[src/inc/acc_map.svh]
`ifndef ACC_MAP_SVH
`define ACC_MAP_SVH
// register addresses on the special function register bus
`define ACC_CTRL0_ADDR 8'h9A
`define ACC_MODE0_ADDR 8'h9B
`define ACC_CTRL1_ADDR 8'h9D
`define ACC_MODE1_ADDR 8'h9E
// control register field positions
`define ACC_CTRL_ON_BIT 7
`define ACC_CTRL_RESULT_BIT 6
`define ACC_CTRL_RISE_BIT 5
`define ACC_CTRL_FALL_BIT 4
`define ACC_CTRL_HYP_HI 3
`define ACC_CTRL_HYP_LO 2
`define ACC_CTRL_HYN_HI 1
`define ACC_CTRL_HYN_LO 0
// mode register field positions
`define ACC_MODE_RISE_IE_BIT 5
`define ACC_MODE_FALL_IE_BIT 4
`define ACC_MODE_SPEED_HI 1
`define ACC_MODE_SPEED_LO 0
// reset values
`define ACC_CTRL_RESET 8'h00
`define ACC_MODE_RESET 8'h02
`endif

[src/inc/acc_pkg.sv]
package acc_pkg;
	// response-time settings, fastest/highest current first
	typedef enum logic [1:0] {
		ACC_SPEED_FASTEST = 2'h0,
		ACC_SPEED_MID_FAST = 2'h1,
		ACC_SPEED_MID_SLOW = 2'h2,
		ACC_SPEED_SLOWEST = 2'h3
	} acc_speed_t;
	// hysteresis levels: off, 5 mV, 10 mV, 20 mV
	typedef enum logic [1:0] {
		ACC_HYST_OFF = 2'h0,
		ACC_HYST_5MV = 2'h1,
		ACC_HYST_10MV = 2'h2,
		ACC_HYST_20MV = 2'h3
	} acc_hyst_t;
endpackage : acc_pkg

[src/verilog/acc_channel.sv]
`timescale 1ns/1ps
`default_nettype none
`include "acc_map.svh"
// one comparator channel: control and mode registers, flags, outputs
module acc_channel
	import acc_pkg::*;
(
	// clock and reset
	input wire logic clk,
	input wire logic resetn,
	// register access, already decoded
	input wire logic ctrl_wr,
	input wire logic mode_wr,
	input wire logic [7:0] wdata,
	output logic [7:0] ctrl_rdata,
	output logic [7:0] mode_rdata,
	// analog core
	input wire logic core_result,
	output logic core_power_on,
	output acc_speed_t core_speed,
	output acc_hyst_t core_pos_hyst,
	output acc_hyst_t core_neg_hyst,
	// pin outputs and interrupt
	output logic pin_sync_out,
	output logic pin_async_out,
	output logic irq_req
);
	logic cmp_on_reg, cmp_on_next;
	logic [1:0] pos_hysteresis_sel_reg, pos_hysteresis_sel_next;
	logic [1:0] neg_hysteresis_sel_reg, neg_hysteresis_sel_next;
	logic rise_seen_flag_reg, rise_seen_flag_next;
	logic fall_seen_flag_reg, fall_seen_flag_next;
	logic rise_irq_allow_reg, rise_irq_allow_next;
	logic fall_irq_allow_reg, fall_irq_allow_next;
	logic [1:0] response_speed_sel_reg, response_speed_sel_next;
	logic result_q_reg, result_q_next;
	logic result_prev_reg, result_prev_next;
	logic cmp_result;
	logic rise_evt, fall_evt;
	// reset images of both registers, fields picked out below
	localparam logic [7:0] ctrl_reset_val = `ACC_CTRL_RESET;
	localparam logic [7:0] mode_reset_val = `ACC_MODE_RESET;

	// disabled core reads as low so no stray edges appear while off
	assign cmp_result = cmp_on_reg & core_result;
	assign rise_evt = result_q_reg & ~result_prev_reg;
	assign fall_evt = ~result_q_reg & result_prev_reg;

	// next-state for registers and edge history
	always_comb begin
		cmp_on_next = cmp_on_reg;
		pos_hysteresis_sel_next = pos_hysteresis_sel_reg;
		neg_hysteresis_sel_next = neg_hysteresis_sel_reg;
		rise_seen_flag_next = rise_seen_flag_reg;
		fall_seen_flag_next = fall_seen_flag_reg;
		rise_irq_allow_next = rise_irq_allow_reg;
		fall_irq_allow_next = fall_irq_allow_reg;
		response_speed_sel_next = response_speed_sel_reg;
		result_q_next = cmp_result;
		result_prev_next = result_q_reg;
		if (ctrl_wr) begin
			cmp_on_next = wdata[`ACC_CTRL_ON_BIT];
			pos_hysteresis_sel_next = wdata[`ACC_CTRL_HYP_HI:`ACC_CTRL_HYP_LO];
			neg_hysteresis_sel_next = wdata[`ACC_CTRL_HYN_HI:`ACC_CTRL_HYN_LO];
			// writes can only clear or hold flags; writing one is harmless
			rise_seen_flag_next = rise_seen_flag_reg & wdata[`ACC_CTRL_RISE_BIT];
			fall_seen_flag_next = fall_seen_flag_reg & wdata[`ACC_CTRL_FALL_BIT];
		end
		if (mode_wr) begin
			// bits 7:6 and 3:2 are not stored
			rise_irq_allow_next = wdata[`ACC_MODE_RISE_IE_BIT];
			fall_irq_allow_next = wdata[`ACC_MODE_FALL_IE_BIT];
			response_speed_sel_next = wdata[`ACC_MODE_SPEED_HI:`ACC_MODE_SPEED_LO];
		end
		// an edge in the clearing cycle wins over the clear
		if (rise_evt) begin
			rise_seen_flag_next = 1'b1;
		end
		if (fall_evt) begin
			fall_seen_flag_next = 1'b1;
		end
	end

	// register stage
	always_ff @(posedge clk or negedge resetn) begin
		if (!resetn) begin
			cmp_on_reg <= ctrl_reset_val[`ACC_CTRL_ON_BIT];
			pos_hysteresis_sel_reg <= ctrl_reset_val[`ACC_CTRL_HYP_HI:`ACC_CTRL_HYP_LO];
			neg_hysteresis_sel_reg <= ctrl_reset_val[`ACC_CTRL_HYN_HI:`ACC_CTRL_HYN_LO];
			rise_seen_flag_reg <= ctrl_reset_val[`ACC_CTRL_RISE_BIT];
			fall_seen_flag_reg <= ctrl_reset_val[`ACC_CTRL_FALL_BIT];
			rise_irq_allow_reg <= mode_reset_val[`ACC_MODE_RISE_IE_BIT];
			fall_irq_allow_reg <= mode_reset_val[`ACC_MODE_FALL_IE_BIT];
			response_speed_sel_reg <= mode_reset_val[`ACC_MODE_SPEED_HI:`ACC_MODE_SPEED_LO];
			result_q_reg <= 1'b0;
			result_prev_reg <= 1'b0;
		end else begin
			cmp_on_reg <= cmp_on_next;
			pos_hysteresis_sel_reg <= pos_hysteresis_sel_next;
			neg_hysteresis_sel_reg <= neg_hysteresis_sel_next;
			rise_seen_flag_reg <= rise_seen_flag_next;
			fall_seen_flag_reg <= fall_seen_flag_next;
			rise_irq_allow_reg <= rise_irq_allow_next;
			fall_irq_allow_reg <= fall_irq_allow_next;
			response_speed_sel_reg <= response_speed_sel_next;
			result_q_reg <= result_q_next;
			result_prev_reg <= result_prev_next;
		end
	end

	// readback; result bit is live, not sampled
	always_comb begin
		ctrl_rdata = {cmp_on_reg, cmp_result, rise_seen_flag_reg, fall_seen_flag_reg,
			pos_hysteresis_sel_reg, neg_hysteresis_sel_reg};
		mode_rdata = {2'h0, rise_irq_allow_reg, fall_irq_allow_reg, 2'h0,
			response_speed_sel_reg};
	end

	// core controls and outputs
	assign core_power_on = cmp_on_reg;
	assign core_speed = acc_speed_t'(response_speed_sel_reg);
	assign core_pos_hyst = acc_hyst_t'(pos_hysteresis_sel_reg);
	assign core_neg_hyst = acc_hyst_t'(neg_hysteresis_sel_reg);
	assign pin_sync_out = result_q_reg;
	// pure gate path, keeps working with clock stopped
	assign pin_async_out = cmp_result;
	assign irq_req = (rise_seen_flag_reg & rise_irq_allow_reg)
		| (fall_seen_flag_reg & fall_irq_allow_reg);
endmodule : acc_channel
`default_nettype wire

[src/verilog/acc_top.sv]
`timescale 1ns/1ps
`default_nettype none
`include "acc_map.svh"
module acc_top
	import acc_pkg::*;
(
	// clock and reset
	input wire logic clk,
	input wire logic resetn,
	// special function register bus
	input wire logic [7:0] sfr_addr,
	input wire logic sfr_wr,
	input wire logic [7:0] sfr_wdata,
	output logic [7:0] sfr_rdata,
	// analog core results, channel 0 and 1
	input wire logic [1:0] core_result,
	// analog core controls
	output logic [1:0] core_power_on,
	output logic [3:0] core_speed,
	output logic [3:0] core_pos_hyst,
	output logic [3:0] core_neg_hyst,
	// crossbar outputs and interrupts
	output logic [1:0] pin_sync_out,
	output logic [1:0] pin_async_out,
	output logic [1:0] irq_req
);
	logic [1:0] ctrl_wr, mode_wr;
	logic [7:0] ctrl_rd [2];
	logic [7:0] mode_rd [2];
	acc_speed_t speed [2];
	acc_hyst_t pos_h [2];
	acc_hyst_t neg_h [2];

	// address decode, one channel per register pair
	assign ctrl_wr[0] = sfr_wr & (sfr_addr == `ACC_CTRL0_ADDR);
	assign mode_wr[0] = sfr_wr & (sfr_addr == `ACC_MODE0_ADDR);
	assign ctrl_wr[1] = sfr_wr & (sfr_addr == `ACC_CTRL1_ADDR);
	assign mode_wr[1] = sfr_wr & (sfr_addr == `ACC_MODE1_ADDR);

	// both channels identical
	for (genvar i = 0; i < 2; i++) begin : g_ch
		acc_channel u_ch (
			.clk(clk),
			.resetn(resetn),
			.ctrl_wr(ctrl_wr[i]),
			.mode_wr(mode_wr[i]),
			.wdata(sfr_wdata),
			.ctrl_rdata(ctrl_rd[i]),
			.mode_rdata(mode_rd[i]),
			.core_result(core_result[i]),
			.core_power_on(core_power_on[i]),
			.core_speed(speed[i]),
			.core_pos_hyst(pos_h[i]),
			.core_neg_hyst(neg_h[i]),
			.pin_sync_out(pin_sync_out[i]),
			.pin_async_out(pin_async_out[i]),
			.irq_req(irq_req[i])
		);
		assign core_speed[2*i+1:2*i] = speed[i];
		assign core_pos_hyst[2*i+1:2*i] = pos_h[i];
		assign core_neg_hyst[2*i+1:2*i] = neg_h[i];
	end

	// combinational read mux; unmapped addresses read zero
	always_comb begin
		case (sfr_addr)
			`ACC_CTRL0_ADDR: sfr_rdata = ctrl_rd[0];
			`ACC_MODE0_ADDR: sfr_rdata = mode_rd[0];
			`ACC_CTRL1_ADDR: sfr_rdata = ctrl_rd[1];
			`ACC_MODE1_ADDR: sfr_rdata = mode_rd[1];
			default: sfr_rdata = 8'h00;
		endcase
	end
endmodule : acc_top
`default_nettype wire

[config.mk]
export PLATFORM = sky130hd
export DESIGN_NAME = acc_top
export DESIGN_NICKNAME = d
export VERILOG_FILES = /design/src/inc/acc_pkg.sv /design/src/verilog/acc_channel.sv /design/src/verilog/acc_top.sv
export VERILOG_INCLUDE_DIRS = /design/src /design/src/inc
export SDC_FILE = /design/constraint.sdc
export NUM_CORES = 1
export LEC_CHECK = 0
export ABC_CLOCK_PERIOD_IN_PS = 1600
export CAP_MARGIN = 15
export CORE_ASPECT_RATIO = 1.5
export CORE_MARGIN = 4
export CORE_UTILIZATION = 30
export CTS_CLUSTER_SIZE = 40
export DETAILED_ROUTE_END_ITERATION = 16
export DONT_BUFFER_PORTS = 1
export SLEW_MARGIN = 20
export SYNTH_ARGS = -nofsm -noshare
export SYNTH_HDL_FRONTEND = slang
export SYNTH_HIERARCHICAL = 1
export SYNTH_SLANG_ARGS = --single-unit
[constraint.sdc]
create_clock -name clk -period 1.6 [get_ports clk]
set_input_delay 0.32 -clock clk [delete_from_list [all_inputs] [get_ports clk]]
set_output_delay 0.32 -clock clk [all_outputs]
set_load 0.005 [all_outputs]
==> out/results.tsv, run 1 <==
stage	metric	value	unit
grt	largest net degree at the start of global routing	27	
cts	H-tree depth	1	
setup_path	WP data arrival	1.28	ns
setup_path	CP startpoint kind	flip-flop	
floorplanning	die extent in y	97.8	µm
detailed_routing	Routed wire per std cell	18.6	µm
placement	port bufs	0	
placement	Placer Congestion	0.802	
job	Max Cap Viol	0	
grt	initial antenna violation count	0	
floorplanning	Ports	49	
sta	Fin Clk Skew	0.00807	ns
cts	clk buf depth	2	
sta	final hold vios	0	
cts	clock latency on the worst-skew pair	0.26	ns
setup_path	crit path max fanout	3	
sta	Setup TNS Final	0	ns
detailed_routing	Post-Route WL	3500	µm
grt	GRT overflow	0	
finish	area delta synth->final	1.24	%
floorplanning	initial core utilization	31.2	%
detailed_routing	initial DRC count	39	
detailed_routing	Vias	921	
floorplanning	site row count	32	
sta	# setup viols final	0	
finish	share of layout cells above drive strength 1	31.7	%
synthesis	count of different cell masters after synthesis	26	
finish	Nets	142	
placement	area post-placement	0.00153	mm²
sta	upper clock frequency limit	626	MHz
sta	RSZ-0062 raised after global routing	true	
detailed_routing	Vias per Instance	4.90	
setup_path	crit path capture type	primary output	
finish	most common cell after layout, fill and taps aside	dfrtp_1	
cts	Clock Sinks	26	
pwr	Power Density	761	mW/mm²
synthesis	Post-Syn Area per Cell	11.9	µm²
floorplanning	Core Region	0.00516	mm²
placement	post-DP HPWL	2780	µm
floorplanning	DIE AREA	0.00664	mm²
pwr	worst vdd ir	0.250	mV
finish	fin area	0.00163	mm²
worst_hold_path	Worst Hold Class	input port to flip-flop	
pwr	Static Leak	0.729	nW
detailed_routing	Antenna Nets Post-Route	0	
setup_path	Worst EP required	1.28	ns
cts	Root Driver	clkbuf_8	
synthesis	Ys Warns	6	
detailed_routing	DRC viols	0	
cts	Clk pin slew, worst setup/hold paths	0.09	ns
setup_path	R2R depth	2	
synthesis	FF+latch count, synth	26	
status	outcome	finished clean	
setup_path	kind of critical path	flip-flop to primary output	
sta	Final min period	1.60	ns
detailed_routing	TritonRoute pass-1 iters	4	
synthesis	register area share after synthesis	40.5	%
finish	most frequent cells in the layout	24 x dfrtp_1, 10 x mux2_4, 9 x buf_4	
grt	first-pass GRT wire length	5540	µm
synthesis	Post-Syn Area	0.00161	mm²
sta	fin. max-slew vios	0	
pwr	Overall Power	1.24	mW
grt	GRT Total Usage	11.2	%
finish	n_diodes	0	
grt	vias in the first global route	1040	
cts	total CTS buffers	3	
sta	fin crit share	99.9	%
cts	CTS tree	yes	
floorplanning	Die Wd	67.9	µm
synthesis	synthesized instance count	136	
worst_hold_path	Hold Path Depth	1	
## stage by stage
step	instances	worst slack (ns)	util, %	hold slack, ns
floorplan	142	0.00932	-	0.0244
global placement	182	-0.107	29.6	0.0253
detailed placement	182	-0.143	29.6	0.0254
CTS	188	0.00307	31.3	0.181
global route	188	-0.0781	31.6	0.174
finish	188	0.00175	31.6	0.183
## critical path, cell delays in order, from the launching register on
cell	delay, ns
dfrtp_1	0.38
and2_4	0.16
mux2i_2	0.16
nor4_2	0.06
a211o_1	0.26
## cell type report
type / count / area, µm²
flip-flops and latches: 26 / 653
repair buffers: 11 / 97.6
well taps: 68 / 85.1
multi-input cells: 75 / 738
inverters: 4 / 15.0
fillers: 515 / 3530
clock buffers: 4 / 45.0
## per-layer routing
layer,vias to the layer above,part of all wire (%),global-route usage [%],wire length (µm)
met1,471,35,12.5,1240
met2,34,53,19.1,1860
met5,-,0,0,0
met4,0,1.2,4.13,41
met3,2,10,4.03,355
li1,414,-,-,-
## power breakdown
part	total, mW	internal (mW)	switching, mW
logic	0.131	0.0736	0.0570
registers	0.749	0.704	0.0455
clock network	0.363	0.178	0.186
total	1.24	0.955	0.288
## cells by family (layout without fill, tap and decap cells)
logic type	after synthesis	in the layout	synth area share, %
multiplexers	26	26	19.8
AND/OR/NAND/NOR	27	27	12.6
flip-flops	26	26	40.5
other	2	8	0.465
AO/OA/AOI/OAI	14	14	8.14
buffers and inverters	41	19	18.5
## final timing paths
kind                                                   start                              end  slack [ns]
worst max-delay path              g_ch[0].u_ch/core_power_on                     sfr_rdata[6]       0.002
max in group asynchronous                             resetn       g_ch[1].u_ch/core_speed[1]        0.88
worst min register to register  g_ch[1].u_ch/result_prev_reg  g_ch[1].u_ch/rise_seen_flag_reg        0.44
worst min-delay path                            sfr_wdata[5]  g_ch[0].u_ch/rise_irq_allow_reg        0.18
min in group asynchronous                             resetn     g_ch[1].u_ch/result_prev_reg        0.48
worst max register to register    g_ch[0].u_ch/core_power_on       g_ch[0].u_ch/core_power_on        0.70
## synth_stat cells, drive strengths merged
cell type  instances  share of area [%]
a211o              1               0.54
mux2              18                 15
nor2               1               0.23
a22o               4                2.2
nand4bb            1               0.70
mux2i              8                5.0
nor3               9                3.1
dfrtp             24                 37
buf               37                 18
conb               2               0.47
or3b               1               0.54
dfstp              2                3.3
inv                4               0.93
nand2              1               0.23
a221o              7                4.3
and2               3                1.2
nand2b             5                1.9
o2bb2ai            2                1.1
nor4b              1                1.5
nand4b             2                2.0
nor4               3                1.2
## what timing repair did
action / CTS / global route
gates resized for setup: 6 / 3
hold endpoints to repair: 26 / 0
gates cloned: 0 / 0
hold buffers: 2 / 0
endpoints found under the setup margin: 8 / 7
buffers inserted: 0 / 0
pin swaps: 2 / 0
(Power assumes the default switching activity.)
==> run 2: changes to the inputs <==
- ABC_AREA: not set -> 1
- CORE_UTILIZATION: 30 -> 35
==> out/results.tsv, run 2 <==
stage	metric	value	unit
setup_path	crit path capture type	primary output	
sta	final hold vios	0	
floorplanning	die extent in y	95.6	µm
finish	fin cells	295	
synthesis	Ys Warns	6	
grt	first-pass GRT wire length	6000	µm
synthesis	most common cell in the netlist	nand2_1	
worst_hold_path	Hold Startpoint	sfr_wdata[1]	
sta	Setup TNS Final	0	ns
detailed_routing	Antenna Nets Post-Route	0	
sta	upper clock frequency limit	669	MHz
setup_path	CP Launch Point	g_ch[1].u_ch/core_power_on	
finish	final core occ	36.1	%
placement	area post-placement	0.00168	mm²
detailed_routing	Post-Route WL	3580	µm
setup_path	kind of critical path	flip-flop to primary output	
pwr	Static Leak	0.956	nW
setup_path	WP data arrival	1.17	ns
synthesis	Post-synth EDFFs	0	
setup_path	worst path cell trace	nand2_1 -> inv_1 -> nand3_1 -> nand2_1 -> inv_1 -> nand2_1	
placement	port bufs	0	
floorplanning	Die Wd	66.4	µm
pwr	worst vdd ir	0.549	mV
synthesis	FF+latch count, synth	26	
finish	Nets	251	
setup_path	most frequent CP cell	nand2_1	
synthesis	Post-Syn Area per Cell	7.25	µm²
pwr	Power Density	738	mW/mm²
setup_path	Crit-path slowest cell	dfrtp_2	
detailed_routing	Vias	1248	
setup_path	CP delay by family, top	flip-flops	
detailed_routing	Vias per Instance	4.23	
placement	placed cell count	289	
cts	Clock Sinks	26	
job	Max Cap Viol	0	
synthesis	synthesized instance count	247	
cts	clock latency on the worst-skew pair	0.26	ns
grt	vias in the first global route	1164	
detailed_routing	Routed wire per std cell	12.1	µm
finish	most common cell after layout, fill and taps aside	nand2_1	
sta	RSZ-0062 raised after global routing	false	
floorplanning	DIE AREA	0.00635	mm²
sta	fin crit share	93.4	%
synthesis	synth cell count leaders	70 x nand2_1, 46 x inv_1, 34 x buf_4, 27 x nand3_1, 24 x dfrtp_1	
synthesis	count of different cell masters after synthesis	17	
finish	area delta synth->final	-1.61	%
cts	postcts setup bufs	0	
cts	Root Driver	clkbuf_8	
floorplanning	Ports	49	
sta	final hold slack	0.162	ns
setup_path	Critical Path Max Stage Delay	0.42	ns
synthesis	predominant post-synthesis flop cell	dfrtp_1	
floorplanning	Core Region	0.00489	mm²
floorplanning	site row count	31	
worst_hold_path	Worst Hold Class	input port to flip-flop	
setup_path	crit path max fanout	4	
detailed_routing	DRC viols	0	
synthesis	async set-reset flop share out of synthesis	100	%
finish	FF+latch area	654	µm²
sta	# setup viols final	0	
floorplanning	initial core utilization	36.7	%
placement	Placer Congestion	0.750	
finish	fillcell total	557	
setup_path	CP startpoint kind	flip-flop	
synthesis	register area share after synthesis	36.5	%
sta	Fin Clk Skew	0.00144	ns
cts	total CTS buffers	3	
setup_path	Crit path buffers/inverters	2	
synthesis	Yosys top cell area share	33.5	%
sta	fin. max-slew vios	0	
grt	initial antenna violation count	0	
cts	H-tree depth	1	
cts	CTS tree	yes	
detailed_routing	initial DRC count	35	
detailed_routing	TritonRoute pass-1 iters	4	
finish	most frequent cells in the layout	70 x nand2_1, 46 x inv_1, 27 x nand3_1	
synthesis	Post-Syn Area	0.00179	mm²
synthesis	cell taking the most area after synthesis	dfrtp_1	
finish	n_diodes	0	
finish	multi-input logic area	691	µm²
cts	clk buf depth	2	
finish	fin area	0.00176	mm²
setup_path	Worst EP required	1.28	ns
cts	Clk pin slew, worst setup/hold paths	0.08	ns
grt	largest net degree at the start of global routing	27	
setup_path	RR Startpoint	g_ch[0].u_ch/core_speed[1]	
grt	GRT overflow	0	
grt	GRT Total Usage	12.5	%
sta	Final min period	1.49	ns
status	outcome	finished clean	
finish	share of layout cells above drive strength 1	12.2	%
synthesis	top post-synthesis cells by area	dfrtp_1 34%, nand2_1 15%, buf_4 14%	
placement	post-DP HPWL	3010	µm
==> run 2: changes by cell type after synthesis, moves of 8 or more <==
| cell | previous run | this run |
|---|---|---|
| nand2_1 | 1 | 70 |
| inv_1 | 4 | 46 |
| nand3_1 | 0 | 27 |
| mux2_4 | 10 | 0 |
| o21ai_1 | 0 | 10 |
| mux2_1 | 8 | 0 |
| mux2i_1 | 8 | 0 |
| nor3_1 | 8 | 0 |
==> run 2: final cells by class <==
| type | count | share of cell area, % |
|---|---|---|
| clock buffers | 4 | 3.12 |
| inverters | 46 | 9.79 |
| multi-input cells | 144 | 39.2 |
| flip-flops and latches | 26 | 37.1 |
| well taps | 66 | 4.68 |
| repair buffers | 9 | 6.10 |
==> run 2: report_power, final <==
part | leakage, nW | switching (mW) | internal, mW
Combinational | 0.658 | 0.0897 | 0.0475
Clock | 0.0288 | 0.188 | 0.220
Sequential | 0.269 | 0.0506 | 0.705
Total | 0.956 | 0.328 | 0.973
==> run 2: path summary, 6_finish.rpt <==
path / depth (start not counted) / to / slack, ns
max in group asynchronous: 2 / g_ch[1].u_ch/core_speed[1] / 0.90
max: 6 / sfr_rdata[6] / 0.11
min reg2reg: 0 / g_ch[0].u_ch/result_prev_reg / 0.46
min: 2 / g_ch[1].u_ch/core_speed[1] / 0.16
min in group asynchronous: 2 / g_ch[0].u_ch/core_speed[0] / 0.47
max reg2reg: 2 / g_ch[0].u_ch/core_speed[1] / 0.76
==> run 2: what timing repair did <==
action                     in CTS  in global routing
hold buffers                    2                  0
setup endpoints to repair       0                  1
resized for setup               0                  1
hold endpoints to repair       26                  0
==> run 2: worst register-to-register path, stage by stage, from the launching register on <==
cell and delay (ns):
dfstp_2 0.59, inv_1 0.05, o21ai_0 0.14
==> run 2: stage by stage <==
stage / setup WS [ns] / power, mW
5_1_grt: 0.00538 / 1.38
2_1_floorplan: 0.273 / 0.917
3_5_place_dp: 0.200 / 0.891
6_report: 0.105 / 1.30
4_1_cts: 0.0385 / 1.33
3_3_place_gp: 0.210 / 0.888
==> run 2: cell families after synthesis <==
kind of cell | after synthesis | share of synthesized area [%]
simple gates | 118 | 31.8
buf+inv | 83 | 26.3
flops | 26 | 36.5
compound gates | 18 | 5.03
other cells | 2 | 0.419
==> run 2: per-layer routing <==
| metal | routed length [µm] | part of all wire [%] | vias up | global-route usage, % |
|---|---|---|---|---|
| met5 | 0 | 0 | - | 0 |
| met4 | 29 | 0.81 | 0 | 5.08 |
| met3 | 254 | 7.1 | 2 | 3.07 |
| met2 | 1840 | 51 | 37 | 21.0 |
| met1 | 1450 | 41 | 544 | 15.2 |
| li1 | - | - | 665 | - |
